<file path="src/crc_pkg.sv">
package crc_pkg;

  // register byte offsets on the bus
  localparam logic [7:0] OFF_DATA = 8'h00;
  localparam logic [7:0] OFF_POLY = 8'h04;
  localparam logic [7:0] OFF_CTRL = 8'h08;
  localparam int OFF_W = 8;

  // reset values
  localparam logic [31:0] RST_DATA = 32'hffff_ffff;
  localparam logic [31:0] RST_POLY = 32'h0000_1021;
  localparam logic [7:0] RST_CTRL = 8'h00;

  // control fields live in the top byte of the control word
  localparam int CTRL_LSB = 24;
  localparam int CTRL_W = 8;
  localparam int CTRL_LANE = 3;

  localparam logic [31:0] HALF_MASK = 32'h0000_ffff;
  localparam logic [31:0] FULL_MASK = 32'hffff_ffff;
  localparam int HALF_W = 16;
  localparam int BYTE_W = 8;
  localparam int LANES = 4;

  // clocks spent on one byte of the calculation
  localparam int STEP_CYCLES = 2;

  typedef enum logic [1:0] {
    XP_NONE = 2'b00,
    XP_BITS = 2'b01,
    XP_BOTH = 2'b10,
    XP_BYTES = 2'b11
  } xpose_t;

  typedef struct packed {
    xpose_t writeTransposeSel;
    xpose_t readTransposeSel;
    logic rsvd;
    logic resultInvert;
    logic seedWriteSelect;
    logic crcWidthSelect;
  } ctrl_t;

  // a data word waiting to be folded into the checksum
  typedef struct packed {
    logic [31:0] word;
    logic [3:0] lanes;
  } job_t;

  typedef enum logic [1:0] {
    ST_IDLE = 2'b00,
    ST_LOAD = 2'b01,
    ST_STEP = 2'b11
  } state_t;

endpackage

</file>
<file path="src/crc_control_config.sv">
`timescale 1ns/1ps
`default_nettype none

module crc_control_config #(
  parameter int ADDR_W = 8
) (
  input wire logic clk,
  input wire logic srst,
  input wire logic wb_cyc_i,
  input wire logic wb_stb_i,
  input wire logic wb_we_i,
  input wire logic [ADDR_W-1:0] wb_adr_i,
  input wire logic [3:0] wb_sel_i,
  input wire logic [31:0] wb_dat_i,
  output logic [31:0] wb_dat_o,
  output logic wb_ack_o
);

  if (ADDR_W < crc_pkg::OFF_W) begin : g_bad_addr
    $error("ADDR_W must be at least 8");
  end

  function automatic logic [31:0] xposeWord(input logic [31:0] w, input crc_pkg::xpose_t t);
    logic [31:0] bitsIn;
    logic [31:0] full;
    bitsIn = '0;
    full = '0;
    for (int i = 0; i < 32; i++) begin
      bitsIn[i] = w[(i / 8) * 8 + 7 - (i % 8)];
      full[i] = w[31 - i];
    end
    case (t)
      crc_pkg::XP_BITS: return bitsIn;
      crc_pkg::XP_BOTH: return full;
      crc_pkg::XP_BYTES: return {w[7:0], w[15:8], w[23:16], w[31:24]};
      default: return w;
    endcase
  endfunction

  // byte lanes move with the bytes when the byte order is reversed
  function automatic logic [3:0] xposeLanes(input logic [3:0] l, input crc_pkg::xpose_t t);
    if (t == crc_pkg::XP_BOTH || t == crc_pkg::XP_BYTES) begin
      return {l[0], l[1], l[2], l[3]};
    end
    return l;
  endfunction

  function automatic logic [31:0] laneMask(input logic [3:0] l);
    logic [31:0] m;
    m = '0;
    for (int i = 0; i < crc_pkg::LANES; i++) begin
      m[i * 8 +: 8] = {8{l[i]}};
    end
    return m;
  endfunction

  // one byte through the shift register, msb first
  function automatic logic [31:0] crcByte(input logic [31:0] crc, input logic [31:0] poly,
                                          input logic [7:0] b, input logic wide);
    logic [31:0] c;
    logic top;
    c = wide ? (crc ^ {b, 24'h00_0000}) : ((crc & crc_pkg::HALF_MASK) ^ {16'h0000, b, 8'h00});
    for (int i = 0; i < crc_pkg::BYTE_W; i++) begin
      top = wide ? c[31] : c[15];
      c = top ? ({c[30:0], 1'b0} ^ poly) : {c[30:0], 1'b0};
    end
    return wide ? c : (c & crc_pkg::HALF_MASK);
  endfunction

  crc_pkg::state_t stateReg, stateNext;
  crc_pkg::ctrl_t ctrlReg, ctrlNext;
  crc_pkg::job_t jobReg, jobNext;
  logic [31:0] crcReg, crcNext;
  logic [31:0] polyReg, polyNext;
  logic [31:0] datOReg, datONext;
  logic [7:0] curByteReg, curByteNext;
  logic ackReg, ackNext;

  logic req;
  logic [7:0] off;
  logic [31:0] wordX;
  logic [3:0] lanesX;
  logic [31:0] widthMask;
  logic [31:0] rawRead;
  logic [31:0] seedMerged;
  logic [1:0] pickIdx;

  assign off = {wb_adr_i[crc_pkg::OFF_W-1:2], 2'b00};
  assign req = wb_cyc_i && wb_stb_i && !ackReg && (stateReg == crc_pkg::ST_IDLE);
  // narrow writes see zeros in the unused lanes before transposition
  assign wordX = xposeWord(wb_dat_i & laneMask(wb_sel_i), ctrlReg.writeTransposeSel);
  assign lanesX = xposeLanes(wb_sel_i, ctrlReg.writeTransposeSel);
  assign widthMask = ctrlReg.crcWidthSelect ? crc_pkg::FULL_MASK : crc_pkg::HALF_MASK;
  assign rawRead = crcReg & widthMask;
  assign seedMerged = (crcReg & ~laneMask(lanesX)) | (wordX & laneMask(lanesX));

  always_comb begin
    stateNext = stateReg;
    ctrlNext = ctrlReg;
    jobNext = jobReg;
    crcNext = crcReg;
    polyNext = polyReg;
    datONext = datOReg;
    curByteNext = curByteReg;
    ackNext = 1'b0;
    pickIdx = 2'b00;
    case (stateReg)
      crc_pkg::ST_IDLE: begin
        if (req) begin
          ackNext = 1'b1;
          datONext = '0;
          if (off == crc_pkg::OFF_DATA) begin
            if (!wb_we_i) begin
              // complement over the active width, then the read transposition
              datONext = xposeWord(rawRead ^ (ctrlReg.resultInvert ? widthMask : '0),
                                   ctrlReg.readTransposeSel);
            end else if (ctrlReg.seedWriteSelect) begin
              crcNext = seedMerged & widthMask;
            end else if (lanesX != 4'h0) begin
              // bus stays stalled until every valid byte is folded in
              ackNext = 1'b0;
              jobNext = '{word: wordX, lanes: lanesX};
              stateNext = crc_pkg::ST_LOAD;
            end
          end else if (off == crc_pkg::OFF_POLY) begin
            if (wb_we_i) begin
              for (int i = 0; i < crc_pkg::LANES; i++) begin
                if (wb_sel_i[i] && (i < 2 || ctrlReg.crcWidthSelect)) begin
                  polyNext[i * 8 +: 8] = wb_dat_i[i * 8 +: 8];
                end
              end
            end else begin
              datONext = polyReg;
            end
          end else if (off == crc_pkg::OFF_CTRL) begin
            if (wb_we_i && wb_sel_i[crc_pkg::CTRL_LANE]) begin
              ctrlNext = crc_pkg::ctrl_t'(wb_dat_i[crc_pkg::CTRL_LSB +: crc_pkg::CTRL_W]);
              ctrlNext.rsvd = 1'b0;
            end else if (!wb_we_i) begin
              datONext = {ctrlReg, 24'h00_0000};
            end
          end
        end
      end
      crc_pkg::ST_LOAD: begin
        // most significant valid byte goes first
        for (int i = 0; i < crc_pkg::LANES; i++) begin
          if (jobReg.lanes[i]) begin
            pickIdx = 2'(i);
          end
        end
        curByteNext = jobReg.word[pickIdx * 8 +: 8];
        jobNext.lanes[pickIdx] = 1'b0;
        stateNext = crc_pkg::ST_STEP;
      end
      crc_pkg::ST_STEP: begin
        crcNext = crcByte(crcReg, polyReg, curByteReg, ctrlReg.crcWidthSelect);
        if (jobReg.lanes == 4'h0) begin
          stateNext = crc_pkg::ST_IDLE;
          ackNext = 1'b1;
        end else begin
          stateNext = crc_pkg::ST_LOAD;
        end
      end
      default: begin
        stateNext = crc_pkg::ST_IDLE;
      end
    endcase
  end

  always_ff @(posedge clk) begin
    if (srst) begin
      stateReg <= crc_pkg::ST_IDLE;
      ctrlReg <= crc_pkg::ctrl_t'(crc_pkg::RST_CTRL);
      jobReg <= '0;
      crcReg <= crc_pkg::RST_DATA;
      polyReg <= crc_pkg::RST_POLY;
      datOReg <= '0;
      curByteReg <= '0;
      ackReg <= 1'b0;
    end else begin
      stateReg <= stateNext;
      ctrlReg <= ctrlNext;
      jobReg <= jobNext;
      crcReg <= crcNext;
      polyReg <= polyNext;
      datOReg <= datONext;
      curByteReg <= curByteNext;
      ackReg <= ackNext;
    end
  end

  assign wb_dat_o = datOReg;
  assign wb_ack_o = ackReg;

  logic accData;
  logic accCtrl;
  assign accData = req && off == crc_pkg::OFF_DATA;
  assign accCtrl = req && off == crc_pkg::OFF_CTRL;
endmodule // crc_control_config

`default_nettype wire

</file>
<file path="config.mk">
export PLATFORM = sky130hd
export DESIGN_NAME = crc_control_config
export DESIGN_NICKNAME = d
export VERILOG_FILES = /design/src/crc_pkg.sv /design/src/crc_control_config.sv
export SDC_FILE = /design/constraint.sdc
export NUM_CORES = 1
export LEC_CHECK = 0
export BUFFER_PORTS_ARGS = -buffer_cell sky130_fd_sc_hd__buf_2
export CAP_MARGIN = 0
export CORE_UTILIZATION = 30
export DETAILED_ROUTE_END_ITERATION = 6
export MAX_ROUTING_LAYER = met4
export SYNTH_ARGS = -nofsm -noshare
export SYNTH_HDL_FRONTEND = slang
export SYNTH_SLANG_ARGS = --single-unit
</file>
<file path="constraint.sdc">
create_clock -name clk -period 4.7 [get_ports clk]
set_input_delay 0.94 -clock clk [delete_from_list [all_inputs] [get_ports clk]]
set_output_delay 0.94 -clock clk [all_outputs]
set_load 0.01 [all_outputs]
</file>
==> impl_metrics.csv, run 1 <==
group,metric,value,unit
yosys,synth.avg_cell_area,7.32,µm²
sta,final-setup-viol-count,24,
floorplan,core,45500,µm²
setup_path,cp_slowest_cell,"nor4_4",
setup_path,end_kind,"flop",
setup_path,rrSetupSlack,-0.07,ns
global_routing,grtUsageTotal,23.0,%
yosys,synthArstFlopShare,0,%
sta,tightest_slew,1.28,ns
placement,hpwlAfterDp,40.1,mm
floorplan,die_height,217,µm
sta,timing.fmax,209,MHz
power,powerDensity,396,nW/µm²
yosys,synth_cell_types,96,
min_path,holdCritPathClass,"flop to flop",
floorplan,ioPinCount,82,
sta,relSlewSlack,14.4,%
detailed_routing,via_count,15000,
clock_network,cts_max_level,4,
power,peakVddDrop,0.000320,V
clock_network,numCtsBuffers,17,
clock_network,clockBufferDepth,2,
detailed_routing,dr.first_iter.drc_count,1682,
yosys,synthCells,1898,
setup_path,crit_required,5.02,ns
yosys,synth_area,13900,µm²
global_routing,use_met3,3.03,%
finish,fin_nets,2078,
run,maxCapViolations,0,
yosys,synth_nets,1950,
finish,postLayoutCellArea,17700,µm²
yosys,ys_seq_area_share,21.6,%
sta,tns,-0.923,ns
floorplan,die_x,217,µm
sta,setup_ws,-0.0748,ns
finish,fill_cells,4691,
setup_path,cp_max_fo,11,
floorplan,rows,78,
global_routing,busiest_layer,"met2",
setup_path,path_cells,"buf_12, buf_4, nand2b_1, o221ai_2, a311oi_4, buf_6, buf_6, a211oi_1, nor3_1, mux2i_4, a21oi_4, xnor2_4, mux2_4, nor4_4, nor4_4, o21ai_4, nand2_8, clkbuf_16, nor4_2, nor3_1",
clock_network,clock_sinks,150,
clock_network,cts_root_buffer,"clkbuf_16",
detailed_routing,post-route-drc-count,0,
sta,fin_skew,0.0151,ns
run_status,outcome,"complete, but fails checks",
detailed_routing,avgViaCountPerCell,5.70,
setup_path,cpPeakStageDelay,0.49,ns
clock_network,cts_tree,"done",
global_routing,gr-usage-met1,31.6,%
placement,dp_slack,-0.445,ns
power,finalPower,7.03,mW
global_routing,use_met2,34.6,%
yosys,synth_ff_type,"dfxtp_1",
detailed_routing,antenna_left,0,
floorplan,die_area,47200,µm²
run_status,violations,"negative setup slack",
placement,portBuffers,79,
finish,area_growth,27.6,%
global_routing,grt_pass1_vias,13400,
global_routing,grt_max_degree,101,
finish,post-route-util,39.0,%
detailed_routing,firstDrtPassIters,6,
detailed_routing,finalWirelength,55.9,mm
setup_path,rr_worst_depth,20,
setup_path,cp.arrival,5.09,ns
power,p_leak,6.35,nW
sta,hold_violations,0,
yosys,synth_edf_count,0,
placement,place_congestion,1.00,
floorplan,initial_core_util,30.5,%
global_routing,grt_pass1_wl,81.4,mm
yosys,synth.ff_latch_count,150,
finish,drive_gt1_share,25.1,%
clock_network,insertion_delay,0.44,ns
clock_network,clkTransAtPathRegs,0.07,ns
setup_path,critical_path_class,"flop to flop",
detailed_routing,wl_per_cell,21.2,µm
global_routing,grt.overflow.total,0,
placement,place_area,15700,µm²
sta,rsz0062_at_grt,"true",
sta,period_share,102,%
sta,slew_violations,0,
min_path,hold_path_depth,2,
global_routing,antenna_found_initial,1,
sta,min_period,4.77,ns
setup_path,cp-start-kind,"flop",
yosys,yosysWarnings,0,
==> metal layers <==
metal / vias up / part of all wire (%)
met1: 7297 / 43
met4: 0 / 3.2
met5: - / 0
met3: 110 / 8.7
li1: 6877 / -
met2: 749 / 45
==> layout make-up <==
type,count,area [µm²],share of cell area (%)
multi-input cells,1553,11200,63.0
flip-flops and latches,150,3010,17.0
repair buffers,274,2060,11.6
well taps,600,751,4.23
clock buffers,20,447,2.52
clock inverters,9,178,1.00
inverters,30,113,0.635
diodes,1,2.50,0.0141
==> power breakdown <==
part           internal (mW)  leakage [nW]  total, mW  switching (mW)
logic                   1.89          4.83       4.16            2.26
registers               1.30          1.21       1.35          0.0507
clock network          0.947         0.306       1.51           0.567
==> repair_timing <==
action / CTS / global route
cloned: 0 / 5
hold endpoints to repair: 0 / 0
pin swaps: 7 / 60
resized for setup: 23 / 182
setup buffers: 4 / 25
setup endpoints to repair: 32 / 32
hold buffers: 0 / 0
==> critical path: cells and delay by family, from the launching register on <==
| kind | cells | cell delay (ns) |
|---|---|---|
| simple gates | 7 | 1.34 |
| compound gates | 5 | 1.28 |
| buf+inv | 5 | 0.78 |
| mux | 2 | 0.63 |
| flops | 1 | 0.37 |
| xor+xnor | 1 | 0.23 |
==> final timing paths <==
path / startpoint / to
setup / recovery: ctrlReg[0] / crcReg[20]
hold / removal: jobReg[30] / jobReg[30]
setup reg to reg: ctrlReg[0] / crcReg[20]
hold reg to reg: jobReg[30] / jobReg[30]
==> cells by family (layout without fill, tap and decap cells) <==
kind of cell | Yosys count | in the layout | share of synthesized area [%]
AO/OA/AOI/OAI | 435 | 436 | 21.8
AND/OR/NAND/NOR | 713 | 714 | 22.8
buffers and inverters | 197 | 333 | 5.80
multiplexers | 127 | 127 | 9.65
other | 0 | 1 | 0
XOR/XNOR | 273 | 273 | 18.1
flip-flops | 150 | 150 | 21.6
adder cells (fa/ha/maj) | 3 | 3 | 0.270
==> cells in the final DEF, fill, tap and decap left out, types with 43 or more instances in the layout <==
cell type  Yosys  final
nand2_1      303    293
xnor2_1      226    200
nor2_1       199    196
buf_4          5    172
dfxtp_1      150    144
mux2i_1      101     96
a21oi_1       91     85
buf_2         14     78
o21ai_0       75     72
nand3_1       46     44
nor3_1        52     43
==> cells in the mapped netlist (all sizes together) (4+ instances only) <==
master	number	area share, %
a211o	7	0.44
a211oi	26	1.4
a21boi	12	0.68
a21o	8	0.43
a21oi	95	3.6
a221oi	16	1.0
a22o	28	1.8
a22oi	38	2.1
a31o	4	0.25
a31oi	19	0.90
and2	8	0.36
and3	15	0.71
and4	7	0.44
buf	35	1.4
clkbuf	132	3.6
dfxtp	150	22
inv	29	0.78
mux2	22	1.8
mux2i	105	7.9
nand2	303	8.2
nand2b	8	0.36
nand3	46	1.7
nand4	6	0.27
nor2	200	5.4
nor2b	6	0.27
nor3	53	1.9
nor3b	11	0.59
nor4	19	0.95
o211a	4	0.29
o211ai	22	1.3
o21a	9	0.49
o21ai	91	3.4
o221a	4	0.32
o22ai	16	0.72
o31ai	6	0.36
or2	7	0.32
or3	14	0.67
or4	4	0.22
xnor2	231	15
xnor3	5	0.81
xor2	37	2.3
==> per-stage QoR <==
stage / cells / hold slack (ns)
global route: 2637 / 0.484
CTS: 2607 / 0.467
detailed placement: 2574 / 0.457
finish: 2637 / 0.469
global placement: 2574 / 0.445
floorplan: 1898 / 0.436
(Power assumes the default switching activity.)
==> run 2: changes to the inputs <==
CORE_MARGIN = 2   (was unset)
==> impl_metrics.csv, run 2 (synthesis results as in run 1) <==
group,metric,value,unit
run_status,outcome,"complete, but fails checks",
run_status,violations,"negative setup slack",
power,powerDensity,399,nW/µm²
setup_path,cp-start-kind,"flop",
placement,portBuffers,79,
setup_path,path_delay_family,"simple AND/OR/NAND/NOR gates",
clock_network,cts_tree,"done",
finish,drive_gt1_share,26.4,%
setup_path,path_cells,"buf_12, and2_4, a221o_1, a311oi_4, buf_6, buf_4, buf_6, nand2_1, xnor2_2, buf_4, xnor2_4, xnor3_1, and4_1, or3_4, and3_4, buf_12, nand2_2, xor2_2, buf_4, nor3b_4, nor3_2",
global_routing,grt.overflow.total,0,
detailed_routing,wl_per_cell,21.2,µm
setup_path,cp_slowest_cell,"or3_4",
detailed_routing,top_layer_used,"met4",
finish,area_growth,28.1,%
setup_path,cp_max_fo,12,
finish,post-route-util,39.1,%
clock_network,cts_root_buffer,"clkbuf_16",
setup_path,rrSetupSlack,-0.06,ns
finish,postLayoutCellArea,17800,µm²
clock_network,clkTransAtPathRegs,0.07,ns
detailed_routing,firstDrtPassIters,6,
floorplan,die_area,48000,µm²
clock_network,ctsHoldBuffers,0,
global_routing,grt_pass1_wl,80.2,mm
clock_network,numCtsBuffers,17,
run,maxCapViolations,0,
setup_path,critical_path_class,"flop to flop",
sta,fin_skew,0.0151,ns
placement,place_area,15600,µm²
detailed_routing,antenna_left,0,
sta,tns,-0.0693,ns
clock_network,cts_max_level,4,
sta,timing.fmax,210,MHz
finish,fin_nets,2065,
setup_path,end_kind,"flop",
detailed_routing,via_count,14900,
detailed_routing,avgViaCountPerCell,5.68,
sta,min_period,4.76,ns
detailed_routing,finalWirelength,55.8,mm
placement,place_congestion,0.970,
clock_network,insertion_delay,0.45,ns
detailed_routing,dr_wl_met3,5.54,mm
global_routing,grt_max_degree,102,
detailed_routing,dr.first_iter.drc_count,1742,
finish,register_area,3010,µm²
floorplan,rows,78,
sta,relSlewSlack,20.3,%
placement,dp_slack,-0.227,ns
clock_network,clockBufferDepth,2,
min_path,holdCritPathClass,"flop to flop",
clock_network,clock_sinks,150,
detailed_routing,wl_met1,24.0,mm
floorplan,ioPinCount,82,
floorplan,die_height,219,µm
placement,hpwlAfterDp,39.9,mm
global_routing,antenna_found_initial,0,
setup_path,cpMostUsedCell,"buf_4",
sta,hold_violations,0,
setup_path,cp.arrival,5.11,ns
power,p_leak,6.57,nW
sta,tightest_slew,1.19,ns
finish,diodes,0,
sta,slew_violations,0,
power,peakVddDrop,0.000296,V
sta,setup_ws,-0.0640,ns
sta,period_share,101,%
floorplan,die_x,219,µm
floorplan,core,45600,µm²
detailed_routing,route.met2.wl,24.4,mm
floorplan,initial_core_util,30.5,%
finish,layout_common_cells,"nand2_1 (267), nor2_1 (196), xnor2_1 (180)",
setup_path,crit_required,5.04,ns
finish,fill_cells,4559,
finish,layout_commonest_cell,"nand2_1",
sta,final-setup-viol-count,2,
global_routing,grt_pass1_vias,13200,
detailed_routing,post-route-drc-count,0,
sta,rsz0062_at_grt,"true",
finish,multi_input_area,11300,µm²
setup_path,cpPeakStageDelay,0.41,ns
global_routing,grtUsageTotal,22.5,%
setup_path,worst-path-buf-inv,7,
## run 2: cell types whose count changed in the layout (fill, tap and decap cells not counted), moves of 4 or more
| cell | delta |
|---|---|
| nand2_1 | -26 |
| xnor2_1 | -20 |
| buf_4 | -19 |
| nand2_2 | +19 |
| xnor2_2 | +17 |
| nand2_4 | +8 |
| a21boi_1 | +5 |
| a21boi_2 | -5 |
| and3_1 | +5 |
| and3_4 | -5 |
| buf_6 | +5 |
| inv_6 | +5 |
| nor4_4 | -5 |
| mux2i_4 | +4 |
## run 2: stage by stage
stage / hold slack, ns / power (mW) / cells
4_1_cts: 0.463 / 6.07 / 2599
2_1_floorplan: 0.436 / 3.37 / 1898
3_5_place_dp: 0.453 / 4.55 / 2564
3_3_place_gp: 0.445 / 4.52 / 2564
6_report: 0.462 / 7.11 / 2626
5_1_grt: 0.489 / 7.36 / 2626
## run 2: final timing paths
kind / cells past startpoint / endpoint / startpoint
min reg2reg: 2 / jobReg[33] / jobReg[33]
min: 2 / jobReg[33] / jobReg[33]
max: 21 / crcReg[27] / ctrlReg[0]
max reg2reg: 21 / crcReg[27] / ctrlReg[0]
## run 2: layer usage
| metal | track usage (%) | vias up |
|---|---|---|
| met5 | - | - |
| met4 | 7.30 | 0 |
| met3 | 3.59 | 133 |
| met2 | 33.2 | 796 |
| met1 | 31.1 | 7130 |
| li1 | - | 6847 |
## run 2: area by class of cell
type / count / share of cell area, %
multi-input combinational: 1552 / 63.6
sequential: 150 / 16.9
timing repair buffer: 262 / 11.3
tap: 600 / 4.22
clock buffer: 17 / 2.39
clock inverter: 15 / 0.935
inverter: 30 / 0.633
## run 2: worst min-delay path, cell delays in order, from the launching register on
cell	delay, ns
dfxtp_1	0.31
nand2_1	0.05
a21oi_1	0.05
## run 2: where the power goes
part / internal, mW / switching (mW) / total (mW)
registers: 1.30 / 0.0563 / 1.36
logic: 2.00 / 2.31 / 4.30
clock network: 0.796 / 0.649 / 1.45
total: 4.09 / 3.01 / 7.11
## run 2: what timing repair did
| item | in CTS | in global routing |
|---|---|---|
| gates resized for setup | 20 | 227 |
| buffers inserted | 3 | 20 |
| setup endpoints to repair | 27 | 32 |
| cloned | 0 | 7 |
| pin swaps | 4 | 102 |
